**src/hres_pkg.sv**
```systemverilog
/*
  Constants, register map and carrier types for the receiver latched
  event status block.
  Assumes one receiver clock and that event sources share that clock.
*/
// Overview of operation
// - color depth change latches status three bit 7
// - set bits hold until their clear bit
// - bits reach a line only when that line's mask enables
// - irregular video clock latches status three bit 6
// - audio kind change latches status three bit 5
// - audio parity failure latches status three bit 4
// - channel 0 rate bits change latches bit 3
// - flat-line sample packet latches status three bit 2
// - link frequency beyond tolerance latches bit 1
// - audio buffer at low threshold latches bit 0
// - mpeg frame checksum failure latches four bit 7
// - product frame checksum failure latches four bit 6
// - audio frame checksum failure latches four bit 5
// - video frame checksum failure latches four bit 4
// - port b integrity expiry latches four bit 3
// - port a integrity expiry latches four bit 2
// - status read-only, reset zero, writes ignored
package hres_pkg;
  localparam int AW = 8;
  localparam int DW = 8;
  localparam int FW = 16;

  // register byte addresses
  localparam logic [AW-1:0] ADDR_STATUS_THREE = 8'h84;
  localparam logic [AW-1:0] ADDR_CLEAR_THREE  = 8'h85;
  localparam logic [AW-1:0] ADDR_MASK1_THREE  = 8'h86;
  localparam logic [AW-1:0] ADDR_MASK2_THREE  = 8'h87;
  localparam logic [AW-1:0] ADDR_STATUS_FOUR  = 8'h89;
  localparam logic [AW-1:0] ADDR_CLEAR_FOUR   = 8'h8A;
  localparam logic [AW-1:0] ADDR_MASK1_FOUR   = 8'h8B;
  localparam logic [AW-1:0] ADDR_MASK2_FOUR   = 8'h8C;
  localparam logic [AW-1:0] ADDR_FREQ_TOL     = 8'h8D;
  localparam logic [AW-1:0] ADDR_LOW_THRESH   = 8'h8E;

  // reset values
  localparam logic [DW-1:0] RST_ZERO       = 8'h00;
  localparam logic [DW-1:0] RST_FREQ_TOL   = 8'h04;
  localparam logic [DW-1:0] RST_LOW_THRESH = 8'h08;
  localparam logic [FW-1:0] RST_FREQ_REF   = 16'h0000;
  // status four bits 1:0 belong to another block and read zero
  localparam logic [DW-1:0] FOUR_LIVE_MASK = 8'hFC;

  // bit positions, status three
  localparam int B3_COLOR_DEPTH = 7;
  localparam int B3_VIDEO_CLOCK = 6;
  localparam int B3_AUDIO_KIND  = 5;
  localparam int B3_PARITY      = 4;
  localparam int B3_SAMPLE_RATE = 3;
  localparam int B3_FLATLINE    = 2;
  localparam int B3_LINK_FREQ   = 1;
  localparam int B3_BUFFER_LOW  = 0;
  // bit positions, status four
  localparam int B4_MPEG_CKS    = 7;
  localparam int B4_PRODUCT_CKS = 6;
  localparam int B4_AUDIO_CKS   = 5;
  localparam int B4_VIDEO_CKS   = 4;
  localparam int B4_PORT_B_EXP  = 3;
  localparam int B4_PORT_A_EXP  = 2;

  // one-cycle event pulses from receiver logic
  typedef struct packed {
    logic video_clock_irregular;
    logic audio_parity_fail;
    logic flatline_packet;
    logic mpeg_frame_checksum;
    logic product_frame_checksum;
    logic audio_frame_checksum;
    logic video_frame_checksum;
    logic port_b_integrity_expiry;
    logic port_a_integrity_expiry;
  } hres_pulse_s;

  // levels whose changes are events
  typedef struct packed {
    logic [2:0] color_depth;
    logic [1:0] audio_kind;
    logic [3:0] sample_rate;
  } hres_level_s;
endpackage : hres_pkg

```
**src/hres_event_status.sv**
```systemverilog
/*
  Latched receiver event status with write-one-to-clear controls and two
  maskable level interrupt lines.
  Assumes all event inputs come from logic on I_MCLK (no synchronisers),
  and a simple register port with read data one cycle after the strobe.
*/
// Design decision made here: the plain strobed port.
`timescale 1ns/1ps
module hres_event_status
  import hres_pkg::*;
(
  input  wire logic              I_MCLK,
  input  wire logic              I_RSTN,
  input  wire logic [AW-1:0]     I_ADDR,
  input  wire logic [DW-1:0]     I_WDATA,
  input  wire logic              I_WR,
  input  wire logic              I_RD,
  output logic      [DW-1:0]     O_RDATA,
  input  wire hres_pulse_s       I_EVT_PULSE,
  input  wire hres_level_s       I_EVT_LEVEL,
  input  wire logic [FW-1:0]     I_LINK_FREQ,
  input  wire logic              I_LINK_FREQ_VALID,
  input  wire logic [DW-1:0]     I_AUDIO_BUFFER_LEVEL,
  output logic                   O_IRQ_LINE_ONE,
  output logic                   O_IRQ_LINE_TWO
);

  // latch set, clear, hold: a set in the clear cycle survives
  function automatic logic [DW-1:0] hres_merge(input logic [DW-1:0] cur,
                                               input logic [DW-1:0] set,
                                               input logic [DW-1:0] clr);
    hres_merge = (cur & ~clr) | set;
  endfunction : hres_merge

  // one strobe aimed at one register address; shared by every write decode
  function automatic logic hres_hit(input logic          strobe,
                                    input logic [AW-1:0] addr,
                                    input logic [AW-1:0] target);
    hres_hit = strobe && (addr == target);
  endfunction : hres_hit

  logic              rst_meta_reg;
  logic              rst_n;
  logic [DW-1:0]     status_three_reg;
  logic [DW-1:0]     status_four_reg;
  logic [DW-1:0]     mask1_three_reg;
  logic [DW-1:0]     mask2_three_reg;
  logic [DW-1:0]     mask1_four_reg;
  logic [DW-1:0]     mask2_four_reg;
  logic [DW-1:0]     freq_tol_reg;
  logic [DW-1:0]     low_thresh_reg;
  logic [FW-1:0]     freq_ref_reg;
  logic              freq_ref_ok_reg;
  hres_level_s       level_prev_reg;
  logic              level_ok_reg;
  logic              buffer_low_prev_reg;
  logic [DW-1:0]     rdata_reg;
  logic [DW-1:0]     set_three;
  logic [DW-1:0]     set_four;
  logic [DW-1:0]     clr_three;
  logic [DW-1:0]     clr_four;
  logic [FW-1:0]     freq_diff;
  logic              freq_moved;
  logic              buffer_low_now;

  // reset release through two flops, assertion stays asynchronous
  always_ff @(posedge I_MCLK or negedge I_RSTN) begin
    if (!I_RSTN) begin
      rst_meta_reg <= 1'b0;
      rst_n        <= 1'b0;
    end else begin
      rst_meta_reg <= 1'b1;
      rst_n        <= rst_meta_reg;
    end
  end

  // previous levels; first sample after reset only primes the compare
  always_ff @(posedge I_MCLK or negedge rst_n) begin
    if (!rst_n) begin
      level_prev_reg <= '0;
      level_ok_reg   <= 1'b0;
    end else begin
      level_prev_reg <= I_EVT_LEVEL;
      level_ok_reg   <= 1'b1;
    end
  end

  // frequency reference follows each accepted move
  always_comb begin
    if (I_LINK_FREQ >= freq_ref_reg) begin
      freq_diff = I_LINK_FREQ - freq_ref_reg;
    end else begin
      freq_diff = freq_ref_reg - I_LINK_FREQ;
    end
    freq_moved = I_LINK_FREQ_VALID && freq_ref_ok_reg
                 && (freq_diff > {{(FW-DW){1'b0}}, freq_tol_reg});
  end

  always_ff @(posedge I_MCLK or negedge rst_n) begin
    if (!rst_n) begin
      freq_ref_reg    <= RST_FREQ_REF;
      freq_ref_ok_reg <= 1'b0;
    end else if (I_LINK_FREQ_VALID && (!freq_ref_ok_reg || freq_moved)) begin
      freq_ref_reg    <= I_LINK_FREQ;
      freq_ref_ok_reg <= 1'b1;
    end
  end

  // low threshold crossing; edge only, a full drain sets it once
  assign buffer_low_now = (I_AUDIO_BUFFER_LEVEL <= low_thresh_reg);

  always_ff @(posedge I_MCLK or negedge rst_n) begin
    if (!rst_n) begin
      buffer_low_prev_reg <= 1'b0;
    end else begin
      buffer_low_prev_reg <= buffer_low_now;
    end
  end

  // event set vectors
  always_comb begin
    set_three = RST_ZERO;
    set_four  = RST_ZERO;
    set_three[B3_COLOR_DEPTH] = level_ok_reg
      && (I_EVT_LEVEL.color_depth != level_prev_reg.color_depth);
    set_three[B3_VIDEO_CLOCK] = I_EVT_PULSE.video_clock_irregular;
    set_three[B3_AUDIO_KIND]  = level_ok_reg
      && (I_EVT_LEVEL.audio_kind != level_prev_reg.audio_kind);
    set_three[B3_PARITY]      = I_EVT_PULSE.audio_parity_fail;
    set_three[B3_SAMPLE_RATE] = level_ok_reg
      && (I_EVT_LEVEL.sample_rate != level_prev_reg.sample_rate);
    set_three[B3_FLATLINE]    = I_EVT_PULSE.flatline_packet;
    set_three[B3_LINK_FREQ]   = freq_moved;
    set_three[B3_BUFFER_LOW]  = buffer_low_now && !buffer_low_prev_reg;
    set_four[B4_MPEG_CKS]     = I_EVT_PULSE.mpeg_frame_checksum;
    set_four[B4_PRODUCT_CKS]  = I_EVT_PULSE.product_frame_checksum;
    set_four[B4_AUDIO_CKS]    = I_EVT_PULSE.audio_frame_checksum;
    set_four[B4_VIDEO_CKS]    = I_EVT_PULSE.video_frame_checksum;
    set_four[B4_PORT_B_EXP]   = I_EVT_PULSE.port_b_integrity_expiry;
    set_four[B4_PORT_A_EXP]   = I_EVT_PULSE.port_a_integrity_expiry;
  end

  // clear controls act only during their write, nothing is stored
  always_comb begin
    clr_three = RST_ZERO;
    clr_four  = RST_ZERO;
    if (hres_hit(I_WR, I_ADDR, ADDR_CLEAR_THREE)) begin
      clr_three = I_WDATA;
    end
    if (hres_hit(I_WR, I_ADDR, ADDR_CLEAR_FOUR)) begin
      clr_four = I_WDATA & FOUR_LIVE_MASK;
    end
  end

  // latched status three; writes to its address are ignored
  always_ff @(posedge I_MCLK or negedge rst_n) begin
    if (!rst_n) begin
      status_three_reg <= RST_ZERO;
    end else begin
      status_three_reg <= hres_merge(status_three_reg, set_three, clr_three);
    end
  end

  // latched status four; bits 1:0 have no source here and stay zero
  always_ff @(posedge I_MCLK or negedge rst_n) begin
    if (!rst_n) begin
      status_four_reg <= RST_ZERO;
    end else begin
      status_four_reg <= hres_merge(status_four_reg, set_four, clr_four);
    end
  end

  // line one mask, status three
  always_ff @(posedge I_MCLK or negedge rst_n) begin
    if (!rst_n) begin
      mask1_three_reg <= RST_ZERO;
    end else if (hres_hit(I_WR, I_ADDR, ADDR_MASK1_THREE)) begin
      mask1_three_reg <= I_WDATA;
    end
  end

  // line two mask, status three
  always_ff @(posedge I_MCLK or negedge rst_n) begin
    if (!rst_n) begin
      mask2_three_reg <= RST_ZERO;
    end else if (hres_hit(I_WR, I_ADDR, ADDR_MASK2_THREE)) begin
      mask2_three_reg <= I_WDATA;
    end
  end

  // line one mask, status four; dead bits forced low so they never gate
  always_ff @(posedge I_MCLK or negedge rst_n) begin
    if (!rst_n) begin
      mask1_four_reg <= RST_ZERO;
    end else if (hres_hit(I_WR, I_ADDR, ADDR_MASK1_FOUR)) begin
      mask1_four_reg <= I_WDATA & FOUR_LIVE_MASK;
    end
  end

  // line two mask, status four
  always_ff @(posedge I_MCLK or negedge rst_n) begin
    if (!rst_n) begin
      mask2_four_reg <= RST_ZERO;
    end else if (hres_hit(I_WR, I_ADDR, ADDR_MASK2_FOUR)) begin
      mask2_four_reg <= I_WDATA & FOUR_LIVE_MASK;
    end
  end

  // frequency tolerance; a change only affects later measurements
  always_ff @(posedge I_MCLK or negedge rst_n) begin
    if (!rst_n) begin
      freq_tol_reg <= RST_FREQ_TOL;
    end else if (hres_hit(I_WR, I_ADDR, ADDR_FREQ_TOL)) begin
      freq_tol_reg <= I_WDATA;
    end
  end

  // buffer low threshold; raising it past the level counts as an entry
  always_ff @(posedge I_MCLK or negedge rst_n) begin
    if (!rst_n) begin
      low_thresh_reg <= RST_LOW_THRESH;
    end else if (hres_hit(I_WR, I_ADDR, ADDR_LOW_THRESH)) begin
      low_thresh_reg <= I_WDATA;
    end
  end

  // read data one cycle after the strobe, unmapped reads give zero
  always_ff @(posedge I_MCLK or negedge rst_n) begin
    if (!rst_n) begin
      rdata_reg <= RST_ZERO;
    end else if (I_RD) begin
      case (I_ADDR)
        ADDR_STATUS_THREE: rdata_reg <= status_three_reg;
        ADDR_MASK1_THREE:  rdata_reg <= mask1_three_reg;
        ADDR_MASK2_THREE:  rdata_reg <= mask2_three_reg;
        ADDR_STATUS_FOUR:  rdata_reg <= status_four_reg;
        ADDR_MASK1_FOUR:   rdata_reg <= mask1_four_reg;
        ADDR_MASK2_FOUR:   rdata_reg <= mask2_four_reg;
        ADDR_FREQ_TOL:     rdata_reg <= freq_tol_reg;
        ADDR_LOW_THRESH:   rdata_reg <= low_thresh_reg;
        default:           rdata_reg <= RST_ZERO;
      endcase
    end else begin
      rdata_reg <= RST_ZERO;
    end
  end

  assign O_RDATA = rdata_reg;

  // bits only reach a line through that line's mask
  assign O_IRQ_LINE_ONE = |(status_three_reg & mask1_three_reg)
                        | |(status_four_reg & mask1_four_reg);
  assign O_IRQ_LINE_TWO = |(status_three_reg & mask2_three_reg)
                        | |(status_four_reg & mask2_four_reg);

endmodule : hres_event_status

```
**config.mk**
```make
export PLATFORM = sky130hd
export DESIGN_NAME = hres_event_status
export DESIGN_NICKNAME = d
export VERILOG_FILES = /design/src/hres_pkg.sv /design/src/hres_event_status.sv
export SDC_FILE = /design/constraint.sdc
export NUM_CORES = 1
export LEC_CHECK = 0
export BUFFER_PORTS_ARGS = -buffer_cell sky130_fd_sc_hd__buf_2
export CELL_PAD_IN_SITES_DETAIL_PLACEMENT = 1
export CELL_PAD_IN_SITES_GLOBAL_PLACEMENT = 1
export CORE_MARGIN = 10
export CORE_UTILIZATION = 40
export DETAILED_ROUTE_END_ITERATION = 8
export GPL_TIMING_DRIVEN = 1
export PLACE_DENSITY = 0.74
export SETUP_SLACK_MARGIN = 0.4
export SYNTH_ARGS = -nofsm -noshare
export SYNTH_HDL_FRONTEND = slang
export SYNTH_SLANG_ARGS = --single-unit
```
**constraint.sdc**
```tcl
create_clock -name I_MCLK -period 3.85 [get_ports I_MCLK]
set_input_delay 0.77 -clock I_MCLK [delete_from_list [all_inputs] [get_ports I_MCLK]]
set_output_delay 0.77 -clock I_MCLK [all_outputs]
set_load 0.05 [all_outputs]
```
==> impl_results.md, run 1 <==
- Root Buffer Master: clkbuf_16
- Least-Margin Pin Slew: 0.871 ns
- Worst clock skew: 0.0109 ns
- Maximum VDD drop: 0.234 mV
- Worst Hold Margin: 0.188 ns
- GR Overflow Total: 0
- Tcrit/Tclk final: 1.32
- Clk_lat worst skew: 0.36 ns
- Synth Flop Type: dfrtp_1
- Setup crit start: I_LINK_FREQ[0]
- CP required: 4.10 ns
- Element type at the critical path end: flip-flop
- First-pass GRT wire length: 32.4 mm
- Area contributors post-synth: dfrtp_1 38%, ha_1 9.4%, mux2_2 8.6%, mux2i_1 6.4%, inv_1 3.4%
- Sequential area share after synthesis: 0.384
- Synth async-reset ratio: 1.00
- Synth top area share: 0.376
- DRT iter0 DRCs: 282
- DRT Pass-1 Iters: 4
- Nets: 893
- Largest family of logic cells by synthesized area: compound AO/OA/AOI/OAI gates
- Crit-path max cell delay: 0.36 ns
- Site row count: 45
- Final Max Tran Viols: 0
- Avg WL per Cell: 19.7 um
- Mux contribution to synthesized area: 0.152
- Hold Vio Cnt, Final: 0
- Area Overhead vs Synth: 26.3%
- YS warnings: 0
- Max Cap Violations: 0
- Total Neg Setup Slack: -19.71 ns
- Detailed Route WL: 19.7 mm
- Chip Height: 145 um
- Core ar.: 15300 sq um
- H-tree depth: 3
- All-layer global routing usage: 0.186
- Commonest cells in the netlist: 94 x dfrtp_1, 57 x inv_1, 48 x mux2_2
- Most frequent cell after synthesis: dfrtp_1
- Max FFs per register: 16
- Post-Synth Simple-Gate Area: 0.105
- Crit path buf inv count: 5
- Met1 WL: 8.91 mm
- # hold bufs at CTS: 0
- Post-synth EDFFs: 0
- Setup violators final: 17
- Post-Syn Area: 6260 sq um
- Setup WS pre-CTS: -1.64 ns
- Setup ws final: -1.23 ns
- Syn_area_per_cell: 10.0 sq um
- Power Density: 387 nW/um^2
- Uppermost layer routed: met4
- Synth cell types: 66
- Io pins: 73
- Clock Pin Slew Worst Setup and Hold Paths: 0.08 ns
- Worst rel slew slack: 0.419
- Die area: 21100 sq um
- CP startpoint kind: input pin
- Share of cells above drive strength 1: 0.340
- Placed Instance Area: 7430 sq um
- DRC viols: 0
- Unrepaired setup endpoints after global routing: true
- Yosys reg bits: 96
- Die extent in x: 145 um
- Critical path peak fanout: 5
- Post-synthesis xor/xnor area fraction: 0.0350
- Port buffer count: 72
- Failing checks: negative setup slack
- Max clock buf depth: 2
- Adder-cell share of the synthesized area: 0.100
- Min-delay worst type: input pin to async pin
- Post-synthesis compound-gate area fraction: 0.168
- Critical path arrival: 5.33 ns
- Status: complete, but fails checks
- Routed Antenna Nets: 0
- Routed vias/inst: 5.37
- Leak pwr: 3.82 nW
- Post-DP HPWL: 15.0 mm
- Crit path max-delay cell type: fa_2
- TritonCTS Buffers: 9
- Initial antenna violation count: 1
- Yosys top cell by area: dfrtp_1
- Met2 WL: 9.76 mm
- Fmax achieved: 197 MHz
- Initial core utilization: 0.410
- Design Area, Final: 7910 sq um
- Routability Congestion: 0.906
- CTS tree: yes
- CP top delay family: compound AO/OA/AOI/OAI gates
- Pin count of the biggest net entering global routing: 69
- Minimum clock period: 5.08 ns
- Clock sink count: 96
- Vias in the first global route: 5987
- Post-Synthesis Cells: 623
- CP Class: input pin to flip-flop
- WL met3: 787 um
- Reg-to-reg startpoint: freq_ref_reg[0]
- Vias: 5360
==> placed cells by master, fill, tap and decap left out, types with 9 or more instances in the layout <==
cell | netlist | layout
a21o_1 | 17 | 17
xnor2_1 | 19 | 18
o21ai_0 | 19 | 17
clkbuf_16 | 0 | 9
mux2i_1 | 40 | 40
buf_4 | 3 | 90
inv_1 | 57 | 55
dfrtp_1 | 94 | 93
a21oi_1 | 37 | 35
ha_1 | 47 | 45
nor2_1 | 39 | 39
mux2_2 | 48 | 46
nand4_1 | 9 | 9
nand2_1 | 44 | 42
buf_2 | 6 | 71
==> logic make-up after synthesis <==
logic type,after synthesis
AO/OA/AOI/OAI,150
AND/OR/NAND/NOR,134
buffers and inverters,79
multiplexers,89
XOR/XNOR,25
flip-flops,96
adder cells (fa/ha/maj),49
other,1
==> through the flow <==
step / total power (W) / std cells / utilization
global placement: 0.00202 / 969 / 0.487
floorplan: 0.00171 / 624 / -
global route: 0.00323 / 997 / 0.518
detailed placement: 0.00207 / 969 / 0.487
finish: 0.00306 / 998 / 0.518
CTS: 0.00304 / 993 / 0.515
==> repair_timing <==
action | 4_1_cts | 5_1_grt
cloned | 0 | 0
gates resized for setup | 21 | 6
hold endpoints to repair | 0 | 0
setup buffers | 8 | 4
setup endpoints to repair | 17 | 17
pin swaps | 19 | 1
==> worst reg2reg max path, stage by stage, from the launching register on <==
cell,delay [ns]
dfrtp_1,0.41
ha_4,0.16
inv_2,0.03
fa_2,0.36
a211oi_4,0.26
o211ai_2,0.13
a211oi_2,0.32
o31ai_4,0.15
buf_6,0.15
mux2_4,0.32
a221oi_2,0.26
o21a_1,0.20
o21ai_2,0.07
xor2_1,0.18
ha_1,0.33
nand2_2,0.08
nor3_2,0.17
a21oi_2,0.07
nor3_2,0.21
nand4_1,0.16
a21oi_2,0.24
a31oi_4,0.17
buf_6,0.16
mux2_4,0.28
==> layer usage <==
metal,up-vias,GRT usage
li1,2538,-
met1,2703,0.234
met2,102,0.319
met3,17,0.0394
met4,0,0.0445
met5,-,0
==> worst paths after layout <==
path / to / slack, ns / cells past startpoint
min in group I_MCLK: rst_n / 0.35 / 0
worst max-delay path: freq_ref_reg[15] / -1.23 / 25
max in group asynchronous: freq_ref_reg[2] / 2.49 / 1
worst min-delay path: rst_n / 0.19 / 1
worst min register to register: rst_n / 0.35 / 0
worst max register to register: freq_ref_reg[15] / -1.11 / 23
==> area by class of cell <==
cell class,count,area (sq um)
fill,1753,7350
multi-input combinational,449,3620
sequential,96,2410
timing repair buffer,167,1110
tap,211,264
inverter,58,230
clock buffer,9,225
clock inverter,7,53.8
antenna,1,2.50
==> report_power, final <==
group          switching, W  internal [W]  leakage [nW]
clock              0.000452      0.000447         0.139
sequential        0.0000483       0.00106          1.18
combinational      0.000570      0.000489          2.50
total               0.00107       0.00199          3.82
Power figures use the tool's default switching activity.
==> run 2, diff against run 1 <==
PLACE_DENSITY = 0.79   (was 0.74)
==> impl_results.md, run 2 (synthesis results as in run 1) <==
- Site row count: 45
- Failing checks: negative setup slack
- Min-delay worst type: input pin to async pin
- Critical path arrival: 5.19 ns
- R2R cell count: 24
- Max clock buf depth: 2
- Clock sink count: 96
- CP top delay family: compound AO/OA/AOI/OAI gates
- TritonCTS Buffers: 9
- Post-DP HPWL: 15.2 mm
- Chip Height: 145 um
- Initial antenna violation count: 1
- Register Area: 2410 sq um
- GR Overflow Total: 0
- Crit-path max cell delay: 0.36 ns
- Status: complete, but fails checks
- CP startpoint kind: input pin
- Commonest cells after routing, fill and taps aside: 93 x dfrtp_1, 85 x buf_4, 71 x buf_2
- Leak pwr: 3.78 nW
- Non-Filler Instances: 991
- Element type at the critical path end: flip-flop
- Placed Instance Area: 7430 sq um
- Multi-input logic area: 3620 sq um
- DRC viols: 0
- Worst clock skew: 0.0111 ns
- Setup violators final: 17
- Root Buffer Master: clkbuf_16
- Power Density: 382 nW/um^2
- Reg-to-reg startpoint: freq_ref_reg[0]
- Avg WL per Cell: 19.8 um
- Routed vias/inst: 5.51
- Initial core utilization: 0.410
- Io pins: 73
- Hold Vio Cnt, Final: 0
- H-tree depth: 3
- Core ar.: 15300 sq um
- Unrepaired setup endpoints after global routing: true
- Design Area, Final: 7850 sq um
- Detailed Route WL: 19.6 mm
- Vias in the first global route: 6139
- Setup ws final: -1.09 ns
- Final Max Tran Viols: 0
- Share of cells above drive strength 1: 0.328
- ANT cells: 0
- Vias: 5462
- First-pass GRT wire length: 32.4 mm
- CP Class: input pin to flip-flop
- Area Overhead vs Synth: 25.3%
- Die area: 21100 sq um
- Nets: 887
- Crit path buf inv count: 5
- R2r endpoint: freq_ref_reg[15]
- CP required: 4.10 ns
- Tcrit/Tclk final: 1.28
- Fill cells: 1747
- All-layer global routing usage: 0.186
- Max FFs per register: 16
- Pin count of the biggest net entering global routing: 73
- Max Cap Violations: 0
- Routed Antenna Nets: 0
- Reg2reg setup slack: -0.96 ns
- Least-Margin Pin Slew: 0.977 ns
- Routability Congestion: 0.931
- Maximum VDD drop: 0.234 mV
- Port buffer count: 72
- Fmax achieved: 202 MHz
- DRT Pass-1 Iters: 5
- Cell mode on critical path: a21oi_2
- Clock Pin Slew Worst Setup and Hold Paths: 0.07 ns
- Final Util: 0.514
- Dpl cells: 969
- Minimum clock period: 4.94 ns
- Critical path peak fanout: 6
- Clk_lat worst skew: 0.36 ns
- DRT iter0 DRCs: 296
- Worst rel slew slack: 0.349
- Commonest non-fill, non-tap cell in the layout: dfrtp_1
- Crit path max-delay cell type: fa_2
- CTS tree: yes
- Die extent in x: 145 um
run 2: cell count changes in the layout (fill, tap and decap cells not counted), moves of 2 or more:
cell / delta
buf_4: -5
clkbuf_1: +4
clkinv_2: -3
inv_8: -2
run 2: worst max path at each step:
stage	start	cells after the start	slack [ns]	endpoint
CTS	I_LINK_FREQ[0]	26	-1.01	freq_ref_reg[15]
finish	I_LINK_FREQ[0]	26	-1.09	freq_ref_reg[15]
global placement	I_LINK_FREQ[0]	26	-1.31	freq_ref_reg[6]
detailed placement	I_LINK_FREQ[0]	26	-1.70	freq_ref_reg[12]
floorplan	I_LINK_FREQ[0]	25	-1.04	freq_ref_reg[10]
global route	I_LINK_FREQ[0]	26	-1.24	freq_ref_reg[15]
run 2: per-layer routing:
metal | up-vias | GRT usage | part of all wire
met4 | 2 | 0.0718 | 0.028
met5 | - | 0 | 0.00066
met2 | 154 | 0.328 | 0.50
met3 | 45 | 0.0292 | 0.042
li1 | 2529 | - | -
met1 | 2732 | 0.222 | 0.42
run 2: power breakdown:
part	switching (W)	internal [W]	leakage, nW
Combinational	0.000567	0.000473	2.47
Sequential	0.0000504	0.00106	1.18
Clock	0.000407	0.000446	0.129
Total	0.00102	0.00198	3.78
run 2: timing repair:
action	in CTS	in global routing
pin swaps	16	4
setup buffers	4	2
setup endpoints to repair	17	17
hold buffers	0	0
gates resized for setup	19	5
run 2: final cells by class:
| type | count | area share |
|---|---|---|
| repair buffers | 161 | 0.135 |
| well taps | 211 | 0.0336 |
| inverters | 58 | 0.0293 |
| clock inverters | 3 | 0.00335 |
| clock buffers | 13 | 0.0306 |
| multi-input cells | 449 | 0.461 |
| flip-flops and latches | 96 | 0.307 |
run 2: per-stage QoR:
stage | setup slack [ns] | TNS [ns] | hold WS, ns | total power, W
after floorplan | -1.04 | -16.62 | 0.331 | 0.00171
after global placement | -1.31 | -21.67 | 0.342 | 0.00202
after detailed placement | -1.70 | -27.56 | 0.338 | 0.00208
after CTS | -1.01 | -16.01 | 0.183 | 0.00299
after global routing | -1.24 | -19.94 | 0.182 | 0.00317
final | -1.09 | -17.41 | 0.189 | 0.00300
==> run 3, diff against run 2 <==
ABC_AREA = 1   (was not set)
PLACE_DENSITY = 0.84   (was 0.79)
==> impl_results.md, run 3 <==
- Most frequent cell after synthesis: nand2_1
- Share of cells above drive strength 1: 0.216
- CP top delay family: simple AND/OR/NAND/NOR gates
- Area contributors post-synth: dfrtp_1 35%, nand2_1 15%, inv_1 9.2%, ha_1 8.8%, o21ai_0 4.7%
- Final Max Tran Viols: 0
- Pin count of the biggest net entering global routing: 65
- Clk_lat worst skew: 0.35 ns
- Hold Vio Cnt, Final: 0
- Min-delay worst type: input pin to async pin
- Root Buffer Master: clkbuf_16
- Synth Flop Type: dfrtp_1
- Worst rel slew slack: 0.430
- Area Overhead vs Synth: 23.0%
- TritonCTS Buffers: 9
- Sw frac: 0.366
- Chip Height: 149 um
- Unrepaired setup endpoints after global routing: true
- Io pins: 73
- Initial antenna violation count: 0
- Die area: 22300 sq um
- Core ar.: 16500 sq um
- Vias: 6580
- Placed Instance Area: 7560 sq um
- Max FFs per register: 16
- Max clock buf depth: 2
- Setup ws final: 0.139 ns
- Int Power: 0.00198 W
- Yosys reg bits: 96
- Critical path arrival: 3.96 ns
- First-pass GRT wire length: 35.7 mm
- Clock Pin Slew Worst Setup and Hold Paths: 0.07 ns
- Clock power frac: 0.278
- Avg WL per Cell: 17.6 um
- Multi-input logic area: 3860 sq um
- Element type at the critical path end: flip-flop
- CTS tree: yes
- Power share of the combinational group: 0.366
- Commonest cells after routing, fill and taps aside: 254 x nand2_1, 161 x inv_1, 93 x dfrtp_1
- H-tree depth: 3
- Synth cell types: 45
- DRT Pass-1 Iters: 5
- Nets: 1155
- YS warnings: 0
- Port buffer count: 72
- CP required: 4.10 ns
- GR Overflow Total: 0
- Design Area, Final: 8220 sq um
- Maximum VDD drop: 0.305 mV
- Crit-path max cell delay: 0.37 ns
- Max Cap Violations: 0
- Final Util: 0.499
- Site row count: 47
- ANT cells: 0
- Die extent in x: 149 um
- Post-DP HPWL: 17.3 mm
- Clock sink count: 96
- Least-Margin Pin Slew: 0.854 ns
- Synth top area share: 0.352
- Register Area: 2410 sq um
- Detailed Route WL: 22.3 mm
- Critical path peak fanout: 8
- Routed Antenna Nets: 0
- Commonest non-fill, non-tap cell in the layout: nand2_1
- Switch Pwr: 0.00114 W
- Setup WS pre-CTS: -0.142 ns
- Fmax achieved: 269 MHz
- Commonest cells in the netlist: 265 x nand2_1, 164 x inv_1, 94 x dfrtp_1
- Routed vias/inst: 5.19
- Synth async-reset ratio: 1.00
- Crit path max-delay cell type: fa_2
- Worst Hold Margin: 0.185 ns
- Minimum clock period: 3.71 ns
- Leak pwr: 4.28 nW
- Post-Syn Area: 6680 sq um
- Sequential area share after synthesis: 0.360
- # hold bufs at CTS: 0
- Post-Synthesis Cells: 932
- Fill cells: 2100
- Tcrit/Tclk final: 0.964
- All-layer global routing usage: 0.201
- Routability Congestion: 0.946
- Crit path buf inv count: 5
- Setup violators final: 0
- Syn_area_per_cell: 7.17 sq um
- Yosys top cell by area: dfrtp_1
- Cell mode on critical path: nand2_2
- CP startpoint kind: input pin
- DRT iter0 DRCs: 439
- Worst clock skew: 0.00861 ns
- Vias in the first global route: 6929
- Power Density: 380 nW/um^2
- Post-synth EDFFs: 0
- Initial core utilization: 0.406
- Sequential Power Share: 0.356
- CP Class: input pin to flip-flop
- Status: complete, no violations
- DRC viols: 0
==> run 3: cell types whose count changed in the layout (fill, tap and decap cells not counted), sizes merged, moves of 10 or more <==
cell,change
nand3,+51
nand2,+246
o21ai,+41
inv,+117
xnor2,-18
a21o,-17
mux2i,-40
o22ai,+21
mux2,-49
buf,-51
nor2,+18
a211oi,-10
a21oi,-12
==> run 3: through the flow <==
stage | cells | total power, W | TNS (ns)
4_1_cts | 1264 | 0.00309 | 0
5_1_grt | 1268 | 0.00333 | 0
3_5_place_dp | 1242 | 0.00211 | -1.85
2_1_floorplan | 933 | 0.00179 | 0
6_report | 1268 | 0.00312 | 0
3_3_place_gp | 1242 | 0.00207 | 0
==> run 3: metal layers <==
| layer | part of all wire | GRT usage | vias up |
|---|---|---|---|
| met4 | 0.011 | 0.0451 | 0 |
| met1 | 0.46 | 0.270 | 3226 |
| met2 | 0.47 | 0.327 | 155 |
| met5 | 0 | 0 | - |
| li1 | - | - | 3180 |
| met3 | 0.057 | 0.0410 | 19 |
==> run 3: final timing paths <==
| check | endpoint | slack [ns] | start | depth (start not counted) |
|---|---|---|---|---|
| worst max-delay path | freq_ref_reg[15] | 0.14 | I_LINK_FREQ[0] | 26 |
| max in group asynchronous | freq_tol_reg[2] | 2.43 | rst_n | 1 |
| worst max register to register | freq_ref_reg[15] | 0.27 | freq_ref_reg[0] | 24 |
| min in group I_MCLK | rst_n | 0.35 | rst_meta_reg | 0 |
| worst min register to register | rst_n | 0.35 | rst_meta_reg | 0 |
| worst min-delay path | rst_n | 0.19 | I_RSTN | 1 |
==> run 3: worst register-to-register path, cell delays in order, from the launching register on <==
cell	delay [ns]
dfrtp_1	0.41
ha_4	0.16
inv_4	0.04
fa_2	0.37
nand2_2	0.08
nand2_2	0.07
nand2_2	0.07
nand3_2	0.09
nand2_4	0.16
nand2_8	0.11
nor2_4	0.10
a31oi_2	0.04
xnor2_1	0.18
inv_1	0.10
ha_4	0.28
nand2_2	0.05
nor2_4	0.11
nand4_1	0.14
nand2_2	0.12
nand3_2	0.08
nor2_4	0.15
nand3_4	0.20
buf_8	0.22
nand3_1	0.08
nand2_1	0.07
==> run 3: cells by family (layout without fill, tap and decap cells) <==
group,Yosys count,in the layout,synth area share
compound gates,144,144,0.125
xor+xnor,15,15,0.0197
fa+ha+maj,49,49,0.0940
buf+inv,190,303,0.111
flops,96,96,0.360
other cells,1,2,0.000561
simple gates,437,439,0.290
==> run 3: power groups by stage <==
| stage | combinational, W | sequential (W) | clock (W) |
|---|---|---|---|
| finish | 0.00114 | 0.00111 | 0.000868 |
| global route | 0.00127 | 0.00112 | 0.000938 |
| CTS | 0.00108 | 0.00111 | 0.000892 |
| detailed placement | 0.000980 | 0.00113 | 0 |
| global placement | 0.000947 | 0.00113 | 0 |
| floorplan | 0.000669 | 0.00112 | 0 |
==> run 3: repair_timing <==
item / 4_1_cts / 5_1_grt
endpoints found under the setup margin: 16 / 17
pin swaps: 12 / 23
setup buffers: 4 / 3
resized for setup: 37 / 16
cloned: 2 / 1
==> run 3: final cells by class <==
cell class,count,area share
multi-input cells,649,0.470
well taps,220,0.0335
flip-flops and latches,96,0.293
clock buffers,12,0.0312
inverters,177,0.0830
repair buffers,110,0.0857
clock inverters,4,0.00365
